**config.mk**
```make
export PLATFORM = sky130hd
export DESIGN_NAME = rsc_reset_source_controller
export DESIGN_NICKNAME = d
export VERILOG_FILES = /design/src/core/rsc_pkg.sv /design/src/core/rsc_reset_source_controller.sv
export SDC_FILE = /design/constraint.sdc
export NUM_CORES = 1
export LEC_CHECK = 0
export BUFFER_PORTS_ARGS = -buffer_cell sky130_fd_sc_hd__buf_4
export CORE_UTILIZATION = 49
export CTS_BUF_LIST = sky130_fd_sc_hd__clkbuf_8
export CTS_CLUSTER_DIAMETER = 200
export DETAILED_ROUTE_END_ITERATION = 8
export GPL_TIMING_DRIVEN = 0
export HOLD_SLACK_MARGIN = 0.02
export PLACE_DENSITY = 0.87
export SETUP_SLACK_MARGIN = 0.5
export SYNTH_ARGS = -nofsm -noshare
export SYNTH_HDL_FRONTEND = slang
export SYNTH_SLANG_ARGS = --single-unit
```
**constraint.sdc**
```tcl
create_clock -name ref_clk -period 2.68 [get_ports ref_clk]
set_input_delay 0 -clock ref_clk [delete_from_list [all_inputs] [get_ports ref_clk]]
set_output_delay 0 -clock ref_clk [all_outputs]
set_load 0.01 [all_outputs]
```
**src/core/rsc_pkg.sv**
```systemverilog
// constants and types for the reset source controller
package rsc_pkg;
  // ---------------------------------------------------------------
  // clocks and timing
  // ---------------------------------------------------------------
  localparam int REF_CLK_MHZ = 40;
  localparam int INPUT_CLK_MHZ = 40; // input clock is ref_clk
  localparam int BUS_CLK_MHZ = 40; // bus clock is ref_clk
  localparam int POR_REL_PERIODS = 1024; // input clock periods
  localparam int HARD_DLL_PERIODS = 3585; // bus clock periods
  localparam int HARD_NODLL_PERIODS = 512;
  localparam int SOFT_DLL_PERIODS = 3588;
  localparam int SOFT_NODLL_PERIODS = 515;
  localparam logic [11:0] POR_REL_CYC = 12'(POR_REL_PERIODS * REF_CLK_MHZ / INPUT_CLK_MHZ);
  localparam logic [11:0] HARD_DLL_CYC = 12'(HARD_DLL_PERIODS * REF_CLK_MHZ / BUS_CLK_MHZ);
  localparam logic [11:0] HARD_NODLL_CYC = 12'(HARD_NODLL_PERIODS * REF_CLK_MHZ / BUS_CLK_MHZ);
  localparam logic [11:0] SOFT_DLL_CYC = 12'(SOFT_DLL_PERIODS * REF_CLK_MHZ / BUS_CLK_MHZ);
  localparam logic [11:0] SOFT_NODLL_CYC = 12'(SOFT_NODLL_PERIODS * REF_CLK_MHZ / BUS_CLK_MHZ);
  localparam logic [1:0] SETTLE_CYC = 2'h3; // line echo through synchroniser
  // ---------------------------------------------------------------
  // register map and fields
  // ---------------------------------------------------------------
  localparam logic [7:0] STATUS_OFS = 8'h00;
  localparam logic [7:0] CONFIG_OFS = 8'h04;
  localparam logic [7:0] CONTROL_OFS = 8'h08;
  localparam int CTL_HARD_BIT = 0;
  localparam int CTL_SOFT_BIT = 1;
  // ---------------------------------------------------------------
  // types
  // ---------------------------------------------------------------
  typedef struct packed {
    logic dll_disabled;
    logic [1:0] boot_mode;
    logic host_port_en;
    logic debug_entry;
    logic config_role;
  } rsc_cfg_t;
  localparam rsc_cfg_t CFG_RESET = 6'h00;
  typedef struct packed {
    logic soft_sw;
    logic hard_sw;
    logic soft_ext;
    logic hard_ext;
    logic por;
  } rsc_cause_t;
  localparam rsc_cause_t CAUSE_RESET = 5'h01;
  typedef enum logic [2:0] {
    ST_POR_HOLD, ST_POR_WAIT, ST_PLL_WAIT, ST_HARD, ST_SOFT, ST_RUN
  } rsc_state_t;
  // hard release count for the clock mode
  function automatic logic [11:0] hard_cyc(input logic dll_dis);
    return dll_dis ? HARD_NODLL_CYC : HARD_DLL_CYC;
  endfunction
  // soft release count for the clock mode
  function automatic logic [11:0] soft_cyc(input logic dll_dis);
    return dll_dis ? SOFT_NODLL_CYC : SOFT_DLL_CYC;
  endfunction
endpackage

```
**src/core/rsc_reset_source_controller.sv**
```systemverilog
// reset source controller: sequencing, straps, open-drain lines, cause
`timescale 1ns/1ps
`default_nettype none
module rsc_reset_source_controller
  import rsc_pkg::*;
(
  // clock and reset
  input wire logic ref_clk,
  input wire logic rst,
  // reset inputs and pll
  input wire logic power_on_reset_in_n,
  input wire logic system_pll_lock,
  // straps
  input wire logic config_role_strap,
  input wire logic debug_entry_strap,
  input wire logic host_port_strap,
  input wire logic [1:0] boot_mode_strap,
  input wire logic dll_disable_strap,
  // open-drain hard reset line
  input wire logic hard_reset_line_n,
  output logic hard_reset_line_n_drv,
  output logic hard_reset_line_oe,
  // open-drain soft reset line
  input wire logic soft_reset_line_n,
  output logic soft_reset_line_n_drv,
  output logic soft_reset_line_oe,
  // internal resets and configuration
  output logic internal_por,
  output rsc_cfg_t cfg,
  // register port
  input wire logic [7:0] reg_addr,
  input wire logic [31:0] reg_wdata,
  input wire logic reg_wr,
  input wire logic reg_rd,
  output logic [31:0] reg_rdata
);
  // ---------------------------------------------------------------
  // declarations
  // ---------------------------------------------------------------
  rsc_state_t state_reg, state_next;
  logic [11:0] cnt_reg, cnt_next;
  logic [1:0] settle_reg;
  logic hard_s1_reg, hard_s2_reg, soft_s1_reg, soft_s2_reg;
  rsc_cause_t cause_reg;
  logic sw_hard, sw_soft, ext_hard, ext_soft, hard_req, soft_req;
  logic in_run;

  // ---------------------------------------------------------------
  // synchronisers for the external lines
  // ---------------------------------------------------------------
  always_ff @(posedge ref_clk or posedge rst) begin
    if (rst) begin
      hard_s1_reg <= 1'b1;
      hard_s2_reg <= 1'b1;
      soft_s1_reg <= 1'b1;
      soft_s2_reg <= 1'b1;
    end else begin
      hard_s1_reg <= hard_reset_line_n;
      hard_s2_reg <= hard_s1_reg;
      soft_s1_reg <= soft_reset_line_n;
      soft_s2_reg <= soft_s1_reg;
    end
  end

  // ---------------------------------------------------------------
  // request decode
  // ---------------------------------------------------------------
  // line recognition only while running and own echo has settled; software requests only while running
  assign in_run = (state_reg == ST_RUN);
  assign sw_hard = reg_wr && (reg_addr == CONTROL_OFS) && reg_wdata[CTL_HARD_BIT];
  assign sw_soft = reg_wr && (reg_addr == CONTROL_OFS) && reg_wdata[CTL_SOFT_BIT];
  assign ext_hard = in_run && (settle_reg == 2'h0) && !hard_s2_reg;
  assign ext_soft = in_run && (settle_reg == 2'h0) && !soft_s2_reg;
  assign hard_req = ext_hard || (in_run && sw_hard);
  assign soft_req = ext_soft || (in_run && sw_soft);

  // ---------------------------------------------------------------
  // sequencer next state
  // ---------------------------------------------------------------
  always_comb begin
    state_next = state_reg;
    cnt_next = cnt_reg + 12'h001;
    if (!power_on_reset_in_n) begin
      state_next = ST_POR_HOLD;
      cnt_next = 12'h000;
    end else begin
      case (state_reg)
        ST_POR_HOLD: begin
          state_next = ST_POR_WAIT;
          cnt_next = 12'h000;
        end
        ST_POR_WAIT: begin
          if (cnt_reg == POR_REL_CYC - 12'h001) begin
            state_next = ST_PLL_WAIT;
          end
        end
        ST_PLL_WAIT: begin
          cnt_next = 12'h000;
          if (system_pll_lock) begin
            state_next = ST_HARD;
          end
        end
        ST_HARD: begin
          if (cnt_reg == hard_cyc(cfg.dll_disabled) - 12'h001) begin
            state_next = ST_SOFT;
          end
        end
        ST_SOFT: begin
          if (cnt_reg == soft_cyc(cfg.dll_disabled) - 12'h001) begin
            state_next = ST_RUN;
          end
        end
        ST_RUN: begin
          cnt_next = 12'h000;
          if (hard_req) begin
            state_next = ST_HARD;
          end else if (soft_req) begin
            state_next = ST_SOFT;
            cnt_next = hard_cyc(cfg.dll_disabled);
          end
        end
        default: begin
          state_next = ST_POR_HOLD;
          cnt_next = 12'h000;
        end
      endcase
    end
  end

  // sequencer state and counter
  always_ff @(posedge ref_clk or posedge rst) begin
    if (rst) begin
      state_reg <= ST_POR_HOLD;
      cnt_reg <= 12'h000;
    end else begin
      state_reg <= state_next;
      cnt_reg <= cnt_next;
    end
  end

  // echo guard; runs down only while both lines read high, so a pull left over from reset is ignored
  always_ff @(posedge ref_clk or posedge rst) begin
    if (rst) begin
      settle_reg <= SETTLE_CYC;
    end else if (state_next != ST_RUN) begin
      settle_reg <= SETTLE_CYC;
    end else if ((settle_reg != 2'h0) && hard_s2_reg && soft_s2_reg) begin
      settle_reg <= settle_reg - 2'h1;
    end
  end

  // ---------------------------------------------------------------
  // reset outputs
  // ---------------------------------------------------------------
  always_ff @(posedge ref_clk or posedge rst) begin
    if (rst) begin
      internal_por <= 1'b1;
      hard_reset_line_oe <= 1'b1;
      soft_reset_line_oe <= 1'b1;
      hard_reset_line_n_drv <= 1'b0;
      soft_reset_line_n_drv <= 1'b0;
    end else begin
      internal_por <= (state_next == ST_POR_HOLD) || (state_next == ST_POR_WAIT);
      hard_reset_line_oe <= (state_next != ST_SOFT) && (state_next != ST_RUN);
      soft_reset_line_oe <= (state_next != ST_RUN);
      hard_reset_line_n_drv <= 1'b0;
      soft_reset_line_n_drv <= 1'b0;
    end
  end

  // ---------------------------------------------------------------
  // strap capture at por release
  // ---------------------------------------------------------------
  always_ff @(posedge ref_clk or posedge rst) begin
    if (rst) begin
      cfg <= CFG_RESET;
    end else if ((state_reg == ST_POR_HOLD) && power_on_reset_in_n) begin
      cfg.config_role <= config_role_strap;
      cfg.debug_entry <= debug_entry_strap;
      cfg.host_port_en <= host_port_strap;
      cfg.boot_mode <= boot_mode_strap;
      cfg.dll_disabled <= dll_disable_strap;
    end
  end

  // ---------------------------------------------------------------
  // reset cause record
  // ---------------------------------------------------------------
  always_ff @(posedge ref_clk or posedge rst) begin
    if (rst) begin
      cause_reg <= CAUSE_RESET;
    end else if (!power_on_reset_in_n && (state_reg != ST_POR_HOLD)) begin
      cause_reg <= CAUSE_RESET;
    end else if (power_on_reset_in_n && (hard_req || soft_req)) begin
      cause_reg <= '{soft_sw: sw_soft, hard_sw: sw_hard, soft_ext: ext_soft,
                     hard_ext: ext_hard, por: 1'b0};
    end
  end

  // ---------------------------------------------------------------
  // register read port
  // ---------------------------------------------------------------
  always_ff @(posedge ref_clk or posedge rst) begin
    if (rst) begin
      reg_rdata <= 32'h0000_0000;
    end else if (reg_rd && (reg_addr == STATUS_OFS)) begin
      reg_rdata <= {27'h0000000, cause_reg};
    end else if (reg_rd && (reg_addr == CONFIG_OFS)) begin
      reg_rdata <= {26'h0000000, cfg};
    end else begin
      reg_rdata <= 32'h0000_0000; // unmapped, control, idle
    end
  end

  // ---------------------------------------------------------------
  // assertion helpers
  // ---------------------------------------------------------------
  logic [11:0] rel_age_reg, lock_age_reg;
  always_ff @(posedge ref_clk or posedge rst) begin
    if (rst) begin
      rel_age_reg <= 12'h000;
      lock_age_reg <= 12'h000;
    end else begin
      rel_age_reg <= (state_reg == ST_POR_HOLD) ? 12'h000 : rel_age_reg + 12'h001;
      if (state_next == ST_HARD && state_reg != ST_HARD) begin
        lock_age_reg <= 12'h000;
      end else if (state_next == ST_SOFT && state_reg == ST_RUN) begin
        lock_age_reg <= hard_cyc(cfg.dll_disabled);
      end else begin
        lock_age_reg <= lock_age_reg + 12'h001;
      end
    end
  end

  // ---------------------------------------------------------------
  // assertions
  // ---------------------------------------------------------------
  property p_por_all;
    @(posedge ref_clk) disable iff (rst)
    !power_on_reset_in_n |=> internal_por && hard_reset_line_oe && soft_reset_line_oe;
  endproperty
  a_por_all: assert property (p_por_all) else $error("por did not assert all resets");

  property p_role;
    @(posedge ref_clk) disable iff (rst)
    (state_reg == ST_POR_HOLD) && power_on_reset_in_n
      |=> cfg.config_role == $past(config_role_strap) ##1 $stable(cfg.config_role);
  endproperty
  a_role: assert property (p_role) else $error("role strap not captured");

  property p_debug;
    @(posedge ref_clk) disable iff (rst)
    (state_reg == ST_POR_HOLD) && power_on_reset_in_n |=> cfg.debug_entry == $past(debug_entry_strap);
  endproperty
  a_debug: assert property (p_debug) else $error("debug strap not captured");

  property p_host;
    @(posedge ref_clk) disable iff (rst)
    (state_reg == ST_POR_HOLD) && power_on_reset_in_n |=> cfg.host_port_en == $past(host_port_strap);
  endproperty
  a_host: assert property (p_host) else $error("host strap not captured");

  property p_boot;
    @(posedge ref_clk) disable iff (rst)
    (state_reg == ST_POR_HOLD) && power_on_reset_in_n |=> cfg.boot_mode == $past(boot_mode_strap);
  endproperty
  a_boot: assert property (p_boot) else $error("boot strap not captured");

  property p_cause_hold;
    @(posedge ref_clk) disable iff (rst)
    power_on_reset_in_n && !hard_req && !soft_req |=> $stable(cause_reg);
  endproperty
  a_cause_hold: assert property (p_cause_hold) else $error("cause changed without event");

  property p_soft_only;
    @(posedge ref_clk) disable iff (rst)
    power_on_reset_in_n && soft_req && !hard_req |=> soft_reset_line_oe && !hard_reset_line_oe;
  endproperty
  a_soft_only: assert property (p_soft_only) else $error("soft reset drove hard line");

  property p_hard_ignored;
    @(posedge ref_clk) disable iff (rst)
    (state_reg == ST_SOFT) && power_on_reset_in_n |=> state_reg inside {ST_SOFT, ST_RUN};
  endproperty
  a_hard_ignored: assert property (p_hard_ignored) else $error("hard seen during reset");

  property p_soft_ignored;
    @(posedge ref_clk) disable iff (rst)
    in_run && (settle_reg != 2'h0) && !sw_hard && !sw_soft && power_on_reset_in_n
      |=> state_reg == ST_RUN;
  endproperty
  a_soft_ignored: assert property (p_soft_ignored) else $error("echo taken as reset");

  property p_hard_soft;
    @(posedge ref_clk) disable iff (rst)
    hard_reset_line_oe |-> soft_reset_line_oe;
  endproperty
  a_hard_soft: assert property (p_hard_soft) else $error("hard without soft");

  property p_hard_od;
    @(posedge ref_clk) disable iff (rst)
    hard_reset_line_oe |-> hard_reset_line_n_drv == 1'b0;
  endproperty
  a_hard_od: assert property (p_hard_od) else $error("hard line driven high");

  property p_soft_od;
    @(posedge ref_clk) disable iff (rst)
    soft_reset_line_oe |-> soft_reset_line_n_drv == 1'b0;
  endproperty
  a_soft_od: assert property (p_soft_od) else $error("soft line driven high");

  property p_por_rel;
    @(posedge ref_clk) disable iff (rst)
    $fell(internal_por) |-> rel_age_reg == POR_REL_CYC;
  endproperty
  a_por_rel: assert property (p_por_rel) else $error("internal por release time wrong");

  property p_hard_rel;
    @(posedge ref_clk) disable iff (rst)
    $fell(hard_reset_line_oe) |-> lock_age_reg == hard_cyc(cfg.dll_disabled);
  endproperty
  a_hard_rel: assert property (p_hard_rel) else $error("hard release time wrong");

  property p_soft_rel;
    @(posedge ref_clk) disable iff (rst)
    $fell(soft_reset_line_oe) |-> lock_age_reg == soft_cyc(cfg.dll_disabled);
  endproperty
  a_soft_rel: assert property (p_soft_rel) else $error("soft release time wrong");

  property p_sync;
    @(posedge ref_clk) disable iff (rst)
    !$past(rst, 2) |-> hard_s2_reg == $past(hard_reset_line_n, 2)
      && soft_s2_reg == $past(soft_reset_line_n, 2);
  endproperty
  a_sync: assert property (p_sync) else $error("synchroniser depth wrong");

  // main scenarios
  c_por_done: cover property (@(posedge ref_clk) disable iff (rst)
    $fell(soft_reset_line_oe) && cause_reg.por);
  c_ext_hard: cover property (@(posedge ref_clk) disable iff (rst) ext_hard);
  c_ext_soft: cover property (@(posedge ref_clk) disable iff (rst) ext_soft && !ext_hard);
  c_sw_hard: cover property (@(posedge ref_clk) disable iff (rst) in_run && sw_hard);
endmodule
`default_nettype wire

```
### Word-level counts from Yosys, hierarchy flattened

Cells that the tools add are included.

* register bits after elaboration: 67
* input bits: 54
* output and inout port bits: 43
* logic and storage cells: 90

* add/sub/neg operators: 4
* equal/unequal tests: 13
* mux-type cells: 20
* reductions and logical operators: 32

Operator list (count)
* 12-bit 2-to-1 mux: 5
* 12-bit equality test: 2
* 12-bit case mux with 2 select lines: 1
* 12-bit by 1-bit subtractor with 12-bit output, second input constant: 2
* 3-bit 2-to-1 mux: 7
* 3-bit case mux with 6 select lines: 1
* 1-bit logical AND: 16
* 12-bit by 1-bit adder with 12-bit output, second input constant: 1
* 12-bit by 10-bit equality test with 1-bit output, second input constant: 1
* 6-bit 2-to-1 mux: 2
* 5-bit 2-to-1 mux: 2
* 8-bit by 3-bit equality test with 1-bit output, second input constant: 1
* 8-bit by 4-bit equality test with 1-bit output, second input constant: 1
* 8-bit logical NOT: 1
* 3-bit by 1-bit equality test with 1-bit output, second input constant: 2
* 3-bit by 2-bit equality test with 1-bit output, second input constant: 2
* 3-bit equality test, second input constant: 2
* 3-bit logical NOT: 2
* 3-bit != test, second input constant: 2
* 2-bit nonzero test: 3
* 1-bit logical OR: 4
* 2-bit 2-to-1 mux: 2
* 1-bit logical NOT: 3
* 3-bit nonzero test: 1
* other kinds (3): 3

### Longest topological paths before layout

Gate-level depths: netlist (run 1).

* word-level depth: 11
* mapped depth: 7
* mapped depth without buffers: 7

### Least setup slack after synthesis (run 1)

Ideal clock, no wire load.

* path kind: register -> register
* start: register settle_reg[0]
* end: register state_reg[0]
* setup time: 119 ps
* arrival time: 1756 ps
* data required time: 2561 ps
* slack: 805 ps
* stages on the path, launching flop included: 8
* buffers on the path: 0
* clock period less this slack: 1875 ps
* cell sequence: dfstp_2 > inv_1 > ha_1 > nor3b_1 > a31oi_2 > o21ai_0 > a211o_2 > nor2b_4

* word-level cells in the longest chain between the ends: 8
* elaborated cells between the ends (all ways): 10
* those cells by class: 4 x mux; 6 x reduce/logical

RTL lines
* start, declared: RTL line rsc_reset_source_controller.sv:42 `logic [1:0] settle_reg;`
* start signal, assigned: RTL line rsc_reset_source_controller.sv:148 `settle_reg <= settle_reg - 2'h1;`
* 2-bit logical NOT *: RTL line rsc_reset_source_controller.sv:72, rsc_reset_source_controller.sv:73
* 1-bit logical AND *: RTL line rsc_reset_source_controller.sv:72, rsc_reset_source_controller.sv:73
* 1-bit logical AND: RTL line rsc_reset_source_controller.sv:73 `assign ext_soft = in_run && (settle_reg == 2'h0) && !soft_s2_reg;`
* 1-bit logical OR: RTL line rsc_reset_source_controller.sv:75 `assign soft_req = ext_soft || (in_run && sw_soft);`
* 3-bit 2-to-1 mux: RTL line rsc_reset_source_controller.sv:117 `end else if (soft_req) begin`
* 3-bit 2-to-1 mux *: RTL line rsc_reset_source_controller.sv:115 `if (hard_req) begin`
* 3-bit case mux with 6 select lines *: RTL line rsc_reset_source_controller.sv:87 `case (state_reg)`
* 3-bit 2-to-1 mux *: RTL line rsc_reset_source_controller.sv:83 `if (!power_on_reset_in_n) begin`
* named net state_next[0]: RTL line rsc_reset_source_controller.sv:40 `rsc_state_t state_reg, state_next;`
* end signal, assigned: RTL line rsc_reset_source_controller.sv:136 `state_reg <= state_next;`
* end, declared: RTL line rsc_reset_source_controller.sv:40

Mark *: on every way through the listed nets, which the timed path passes. The rest lies on a longest branch.
A chain may end at the register's enable or synchronous reset.

### Worst setup path in the final report (run 1)

Same ends and word-level chain as after synthesis.

==> results.py, run 1 <==
metrics = {
    "status": {
        "outcome": "completed",
    },
    "drt": {
        "drc": 0,
        "wl_met2_um": 2340,
        "antenna_left": 0,
        "met3_length_um": 235,
        "drt-initial-drc-count": 165,
        "wl_per_cell_um": 13.1,
        "viasPerCell": 4.98,
        "top_layer_used": "met4",
        "dr.pass1.iters": 4,
        "drt-total-wl_um": 4600,
        "drt-met1-wl_um": 1910,
        "vias": 1748,
    },
    "floorplan": {
        "die_h_um": 70.1,
        "row_count": 24,
        "core_um2": 4410,
        "start_util_pct": 51.4,
        "die_area_um2": 4910,
        "die_w_um": 70.1,
        "io_pins": 97,
    },
    "clock_tree": {
        "cts_tree": "built",
        "cts_sinks": 41,
        "cts_resized": 0,
        "cts_setup_buffers": 0,
        "clock_latency_ps": 290,
        "cts_max_path_buffers": 2,
        "root_buffer": "clkbuf_8",
        "clkTransAtPathRegs_ps": 80,
        "cts_made_buffers": 5,
        "cts-htree-levels": 2,
    },
    "critical_path": {
        "worstSetupPathType": "reg -> reg",
        "reg2reg_from": "settle_reg[0]",
        "crit_arrival_ps": 2260,
        "ff2ff_setup_slack_ps": 600,
        "crit_path_start": "settle_reg[0]",
        "required_ps": 2860,
        "critPathCaptureType": "flop",
        "path_max_fanout": 7,
        "setup.worst_path.start_class": "flop",
    },
    "power": {
        "p_per_area_nw_per_um2": 467,
        "ir_drop_mv": 0.326,
        "leakage_nw": 1.44,
        "power_mw": 1.38,
    },
    "sta": {
        "final.min_clock_period_ps": 2080,
        "finalHoldViolCount": 0,
        "tightestPinTransition_ps": 825,
        "slew_headroom_pct": 44.9,
        "finalSetupViolations": 0,
        "clock.fmax_ghz": 0.482,
        "finalClockSkew_ps": 4.73,
        "slew_violations": 0,
        "finalSetupTns_ps": 0,
        "period_share_pct": 77.5,
        "rsz0062_at_grt": "false",
    },
    "flow_run": {
        "drv_cap": 0,
    },
    "synthesis": {
        "synthesis.instances": 215,
        "synth_area_leader_cell": "dfrtp_1",
        "yosys_most_used_dff": "dfrtp_1",
        "avgSynthCellArea_um2": 10.6,
        "yosysMostFrequentCell": "dfrtp_1",
        "ys_ff_latch": 41,
        "synth_edf_count": 0,
        "ys_types": 53,
        "yosys_warnings": 0,
        "synth_area_leaders": "dfrtp_1, dfstp_2, buf_4, nor2_1, mux2_2",
        "yosysSeqAreaShare_pct": 45.7,
        "synthTopCellsByCount": "dfrtp_1, buf_4, nor2_1",
        "async_flop_share_pct": 100,
        "synth.cell_area_um2": 2270,
        "yosys.area.top_type_share_pct": 34.2,
    },
    "place": {
        "gp_congestion": 0.864,
        "dp_hpwl_um": 3150,
        "portBuffers": 36,
    },
    "min_path": {
        "hp-class": "in -> reg",
        "min_from": "reg_rd",
    },
    "grt": {
        "grt_max_degree": 42,
        "antenna_found_initial": 0,
        "grt_pass1_wl_um": 7760,
        "grt_use_total_pct": 20.1,
        "grt_pass1_vias": 1691,
        "grt-ovfl-total": 0,
    },
    "layout": {
        "drive_gt1_share_pct": 36.5,
        "nets": 354,
        "area_delta_synth_final_pct": 30.1,
        "diodes": 0,
        "largest_reg_flops": 12,
    },
}
==> per-stage QoR <==
step                      cells  util [%]  cell area, µm²  setup WS (ps)  hold WS [ps]
after floorplan             242         -            2370            805          4.48
after global placement      330      61.3            2710            656           109
after detailed placement    330      61.3            2710            627           109
after CTS                   351      66.9            2950            606           123
after global routing        351      66.9            2950            510           138
final                       351      66.9            2950            603           115
==> area by class of cell <==
type	count	area (µm²)
clock inverter	2	33.8
tap	52	65.1
multi-input combinational	158	1020
clock buffer	6	82.6
sequential	41	1040
buffer	34	278
inverter	9	33.8
timing repair buffer	49	400
fill	343	1460
==> power by group <==
part	internal, mW	switching (mW)	total [mW]
logic	0.118	0.0943	0.213
registers	0.642	0.0189	0.661
clock network	0.300	0.206	0.506
total	1.06	0.319	1.38
==> cell families after synthesis <==
group / synth area share [%]
and+or+nand+nor: 19.9
AOI/OAI and AO/OA: 9.92
xor gates and xnor gates: 4.24
muxes: 5.18
other: 0.165
DFF: 45.7
buffers and inverters: 13.7
adders and majority gates: 1.10
==> worst paths after layout <==
check / to / cells after the start
max: state_reg[0] / 7
min: reg_rdata[5] / 3
max reg2reg: state_reg[0] / 7
min reg2reg: hard_s2_reg / 0
max in group asynchronous: state_reg[2] / 3
min in group asynchronous: cnt_reg[7] / 3
==> per-layer routing <==
metal / vias to the layer above / track usage, %
met2: 68 / 32.9
met3: 9 / 3.61
li1: 855 / -
met4: 0 / 9.11
met5: - / 0
met1: 816 / 25.9
==> timing repair <==
action,4_1_cts,5_1_grt
hold buffers,13,0
setup endpoints to repair,0,0
endpoints found under the hold margin,43,0
==> worst max-delay path: stages, from the launching register on <==
cell	delay, ps
dfstp_2	520
inv_1	50
ha_1	230
nor3b_1	160
a31oi_2	330
o21ai_0	150
a211o_2	400
nor2b_4	130
==> placed cells by master, fill, tap and decap left out, types with 3 or more instances in the layout <==
| master | count |
|---|---|
| clkbuf_8 | 9 |
| o21ai_0 | 4 |
| dfrtp_1 | 31 |
| nand3b_1 | 3 |
| nand3_1 | 10 |
| buf_4 | 64 |
| xnor2_1 | 6 |
| nand4_1 | 4 |
| nand2_1 | 11 |
| conb_1 | 28 |
| dlygate4sd3_1 | 13 |
| xor2_1 | 5 |
| mux2i_1 | 5 |
| mux2_2 | 6 |
| inv_1 | 9 |
| nor2_1 | 28 |
| and3_1 | 5 |
| dfstp_2 | 10 |
| a21oi_1 | 4 |
(Power assumes the default switching activity.)
==> run 2: changes to the inputs <==
==> constraint.sdc (replaced) <==
create_clock -name ref_clk -period 2 [get_ports ref_clk]
set_input_delay 0 -clock ref_clk [delete_from_list [all_inputs] [get_ports ref_clk]]
set_output_delay 0 -clock ref_clk [all_outputs]
set_load 0.01 [all_outputs]
==> run 2 against run 1 <==
Register-to-register slack got worse by 540 ps. Maximum frequency up 7.3%. Non-clock buffer count rose by 32. Critical endpoint unchanged. Highest routed layer unchanged.
==> results.py, run 2 (same netlist as run 1, synthesis figures left out) <==
metrics = {
    "layout": {
        "final_cell_mix": "buf_4, conb_1, nor2_1, dfrtp_1, dlygate4sd3_1",
        "seq_area_um2": 1050,
        "nets": 386,
        "drive_gt1_share_pct": 52.6,
        "utilization_pct": 78.7,
        "finalInstanceArea_um2": 3480,
        "largest_reg_flops": 12,
        "multiInputGateArea_um2": 1240,
        "final_common_cell": "buf_4",
        "area_delta_synth_final_pct": 53.1,
        "n_fill_cell": 269,
        "diodes": 0,
    },
    "grt": {
        "grt-ovfl-total": 0,
        "antenna_found_initial": 0,
        "grt_use_total_pct": 23.8,
        "grt_max_degree": 42,
        "grt_pass1_vias": 1959,
        "grt_pass1_wl_um": 8980,
    },
    "critical_path": {
        "crit_arrival_ps": 2120,
        "path_cells": "buf_4 > nand2_1 > nor2_1 > a31o_4 > a2111oi_4 > a211o_2 > nor2b_4",
        "path_max_fanout": 6,
        "critPathSlowestCell": "dfrtp_2",
        "ff2ff_setup_slack_ps": 60,
        "r2r_end": "state_reg[0]",
        "critical-path-max-stage-delay_ps": 410,
        "r2r_cells": 7,
        "critPathCaptureType": "flop",
        "reg2reg_from": "cnt_reg[0]",
        "worstSetupPathType": "reg -> reg",
        "setup.worst_path.start_class": "flop",
        "required_ps": 2180,
    },
    "place": {
        "dp_hpwl_um": 3260,
        "pre_cts_ws_ps": 47.2,
        "portBuffers": 36,
        "gp_congestion": 0.871,
        "place_area_um2": 2740,
    },
    "sta": {
        "tightestPinTransition_ps": 816,
        "finalClockSkew_ps": 8.55,
        "clock.fmax_ghz": 0.517,
        "slew_violations": 0,
        "period_share_pct": 96.8,
        "finalSetupViolations": 0,
        "rsz0062_at_grt": "true",
        "setup_slack_ps": 64.3,
        "finalSetupTns_ps": 0,
        "slew_headroom_pct": 45.5,
        "finalHoldViolCount": 0,
        "whs_ps": 26.7,
        "final.min_clock_period_ps": 1940,
    },
    "drt": {
        "viasPerCell": 5.24,
        "drc": 0,
        "wl_per_cell_um": 17.2,
        "drt-initial-drc-count": 116,
        "dr.pass1.iters": 4,
        "vias": 2008,
        "drt-total-wl_um": 6610,
        "antenna_left": 0,
    },
    "floorplan": {
        "row_count": 24,
        "die_w_um": 70.1,
        "start_util_pct": 51.4,
        "die_area_um2": 4910,
        "die_h_um": 70.1,
        "core_um2": 4410,
        "io_pins": 97,
    },
    "status": {
        "outcome": "completed",
    },
    "clock_tree": {
        "cts_made_buffers": 5,
        "cts_tree": "built",
        "clkTransAtPathRegs_ps": 80,
        "cts_max_path_buffers": 2,
        "cts_sinks": 41,
        "clock_latency_ps": 290,
        "root_buffer": "clkbuf_8",
        "cts-htree-levels": 2,
    },
    "power": {
        "p_per_area_nw_per_um2": 582,
        "leakage_nw": 1.66,
        "ir_drop_mv": 0.357,
    },
    "min_path": {
        "hold_path_end": "reg_rdata[4]",
        "hp-class": "in -> reg",
        "hold_depth": 3,
        "min_from": "reg_addr[2]",
    },
    "flow_run": {
        "drv_cap": 0,
    },
}
run 2: cell count changes in the layout (fill, tap and decap cells not counted), sizes merged:
cell and delta:
inv -1, clkinv +1, bufinv +1, buf +33
clkbuf -2
run 2: stage by stage:
stage / power [mW] / cells
after detailed placement: 1.17 / 330
after floorplan: 1.08 / 242
final: 2.02 / 383
after CTS: 1.98 / 373
after global routing: 2.09 / 383
after global placement: 1.16 / 330
run 2: how the worst max path moves through the flow:
stage | from | end | slack (ps) | depth (start not counted)
6_report | cnt_reg[0] | state_reg[0] | 60 | 7
5_1_grt | cnt_reg[2] | state_reg[0] | 20 | 6
4_1_cts | cnt_reg[10] | state_reg[0] | 180 | 6
3_5_place_dp | cnt_reg[0] | state_reg[0] | 50 | 7
3_3_place_gp | cnt_reg[0] | state_reg[0] | 90 | 7
2_1_floorplan | settle_reg[1] | state_reg[0] | 240 | 7
run 2: power by group:
part           total [mW]  internal (mW)  switching (mW)
Sequential          0.886          0.861          0.0246
Clock               0.787          0.496           0.291
Combinational       0.350          0.195           0.154
run 2: metal layers:
| metal | track usage (%) | vias up | routed length (µm) |
|---|---|---|---|
| met3 | 3.32 | 29 | 313 |
| li1 | - | 912 | - |
| met1 | 27.1 | 963 | 2410 |
| met2 | 42.0 | 104 | 3530 |
| met5 | 0 | - | 0 |
| met4 | 14.4 | 0 | 349 |
run 2: critical path: cells and delay by family (launching register included):
family | cells | cell delay, ps
DFF | 1 | 410
AOI/OAI and AO/OA | 3 | 700
and+or+nand+nor | 3 | 550
buffers and inverters | 1 | 160
run 2: timing repair:
| item | CTS | global route |
|---|---|---|
| pin swaps | 9 | 11 |
| hold buffers | 13 | 0 |
| hold endpoints to repair | 43 | 0 |
| setup buffers | 22 | 10 |
| resized for setup | 23 | 31 |
| setup endpoints to repair | 24 | 31 |
| cloned | 0 | 0 |
run 2: area by class of cell:
cell class / count / share of cell area [%]
tap: 52 / 1.87
inverter: 9 / 0.972
multi-input combinational: 158 / 35.7
sequential: 41 / 30.3
buffer: 34 / 8.32
clock buffer: 5 / 1.98
clock inverter: 3 / 1.87
timing repair buffer: 81 / 19.0
==> run 3: changes to the inputs <==
--- a/config.mk
+++ b/config.mk
@@ -6,13 +6,12 @@
 export NUM_CORES = 1
 export LEC_CHECK = 0
 export BUFFER_PORTS_ARGS = -buffer_cell sky130_fd_sc_hd__buf_4
-export CORE_UTILIZATION = 49
-export CTS_BUF_LIST = sky130_fd_sc_hd__clkbuf_8
+export CAP_MARGIN = 40
+export CORE_UTILIZATION = 48
 export CTS_CLUSTER_DIAMETER = 200
 export DETAILED_ROUTE_END_ITERATION = 8
-export GPL_TIMING_DRIVEN = 0
 export HOLD_SLACK_MARGIN = 0.02
-export PLACE_DENSITY = 0.87
+export PLACE_DENSITY = 0.85
 export SETUP_SLACK_MARGIN = 0.5
 export SYNTH_ARGS = -nofsm -noshare
 export SYNTH_HDL_FRONTEND = slang
==> run 3 against run 2 <==
The run now ends with DRC left. First-iteration DRC count shrank 11%. Non-clock buffer count shrank 32. Highest routed layer unchanged. Clock power shrank 32%. Sequential power is essentially flat. Hold slack gained 35 ps. Global-route usage shrank 1.0 points. Final cell count shrank 8.4%. Worst setup slack gained 110 ps. Wire length shrank 14%. Die area grew 2.0%. Largest cell class unchanged. Combinational power shrank 21%. Largest power group unchanged.
==> results.py, run 3 (same netlist as run 1, synthesis figures left out) <==
metrics = {
    "floorplan": {
        "die_w_um": 70.8,
        "die_area_um2": 5010,
        "die_h_um": 70.8,
        "start_util_pct": 51.1,
        "core_um2": 4440,
        "io_pins": 97,
        "row_count": 24,
    },
    "critical_path": {
        "reg2reg_from": "state_reg[0]",
        "crit_path_start": "state_reg[0]",
        "crit_arrival_ps": 2020,
        "worstSetupPathType": "reg -> reg",
        "required_ps": 2190,
        "critPathCaptureType": "flop",
        "setup.worst_path.start_class": "flop",
        "path_max_fanout": 5,
    },
    "layout": {
        "area_delta_synth_final_pct": 37.2,
        "nets": 354,
        "final_cell_mix": "buf_4, conb_1, nor2_1, dfrtp_1, dlygate4sd3_1",
        "drive_gt1_share_pct": 46.2,
        "utilization_pct": 70.1,
        "final_common_cell": "buf_4",
        "diodes": 0,
        "largest_reg_flops": 12,
    },
    "drt": {
        "vias": 1875,
        "drt-total-wl_um": 5710,
        "viasPerCell": 5.34,
        "drc": 8,
        "drt-initial-drc-count": 103,
        "wl_per_cell_um": 16.3,
        "antenna_left": 0,
        "dr.pass1.iters": 6,
    },
    "min_path": {
        "hp-class": "in -> reg",
        "min_from": "reg_addr[2]",
    },
    "clock_tree": {
        "cts_max_path_buffers": 2,
        "clock_latency_ps": 300,
        "cts-htree-levels": 2,
        "clkTransAtPathRegs_ps": 80,
        "cts_made_buffers": 5,
        "cts_tree": "built",
        "root_buffer": "clkbuf_8",
        "cts_sinks": 41,
    },
    "sta": {
        "slew_violations": 0,
        "rsz0062_at_grt": "true",
        "period_share_pct": 91.3,
        "finalHoldViolCount": 0,
        "finalSetupTns_ps": 0,
        "finalClockSkew_ps": 10.4,
        "final.min_clock_period_ps": 1830,
        "clock.fmax_ghz": 0.548,
        "finalSetupViolations": 0,
        "tightestPinTransition_ps": 503,
        "slew_headroom_pct": 66.5,
    },
    "power": {
        "ir_drop_mv": 0.358,
        "leakage_nw": 1.44,
        "p_per_area_nw_per_um2": 546,
    },
    "status": {
        "outcome": "finished, violations left",
        "violations": "DRC",
    },
    "grt": {
        "grt-ovfl-total": 0,
        "grt_use_total_pct": 22.8,
        "antenna_found_initial": 0,
        "grt_pass1_wl_um": 8780,
        "grt_pass1_vias": 1911,
        "grt_max_degree": 42,
    },
    "flow_run": {
        "drv_cap": 0,
    },
    "place": {
        "portBuffers": 38,
        "gp_congestion": 0.887,
        "dp_hpwl_um": 3050,
    },
}
run 3: worst max-delay path, stage by stage (launching register included):
cell and delay (ps):
dfrtp_1 450, and3b_2 270, nand4_1 200, o22ai_4 250, o21ai_2 80, a211o_2 350, nor2b_4 140
run 3: path summary, 6_finish.rpt:
kind	endpoint	slack, ps	cells after the start
worst max-delay path	state_reg[0]	170	6
worst min-delay path	reg_rdata[3]	60	3
worst max register to register	state_reg[0]	170	6
worst min register to register	soft_s2_reg	360	0
max in group asynchronous	hard_s2_reg	1240	4
min in group asynchronous	cfg[5]	370	4
run 3: area by class of cell:
type | count | area (µm²)
fill | 331 | 1330
multi-input combinational | 158 | 1210
sequential | 41 | 1050
timing repair buffer | 83 | 671
clock buffer | 5 | 68.8
tap | 52 | 65.1
inverter | 9 | 33.8
clock inverter | 3 | 17.5
run 3: where the power goes:
group / internal, mW / switching (mW)
Clock: 0.241 / 0.296
Sequential: 0.860 / 0.0257
Combinational: 0.141 / 0.136
Total: 1.24 / 0.458
run 3: what timing repair did:
| item | 4_1_cts | 5_1_grt |
|---|---|---|
| buffers inserted | 17 | 8 |
| gates resized for setup | 31 | 12 |
| hold endpoints to repair | 43 | 0 |
| hold buffers | 13 | 0 |
| pin swaps | 9 | 9 |
| setup endpoints to repair | 31 | 30 |
run 3: metal layers:
metal	track usage, %	vias to the layer above	part of all wire (%)
met4	12.4	0	3.4
met5	0	-	0
met3	5.84	22	5.0
li1	-	857	-
met1	25.2	919	38
met2	40.1	77	53
run 3: through the flow:
step / hold WS, ps / power [mW] / instance area [µm²] / setup slack, ps / std cells
after floorplan: 4.48 / 1.08 / 2410 / 241 / 242
after global placement: 109 / 1.12 / 2530 / 130 / 305
after detailed placement: 110 / 1.13 / 2530 / 79.2 / 305
after CTS: 58.5 / 1.70 / 2990 / 188 / 343
after global routing: 79.9 / 1.77 / 3120 / 130 / 351
final: 62.0 / 1.70 / 3120 / 174 / 351
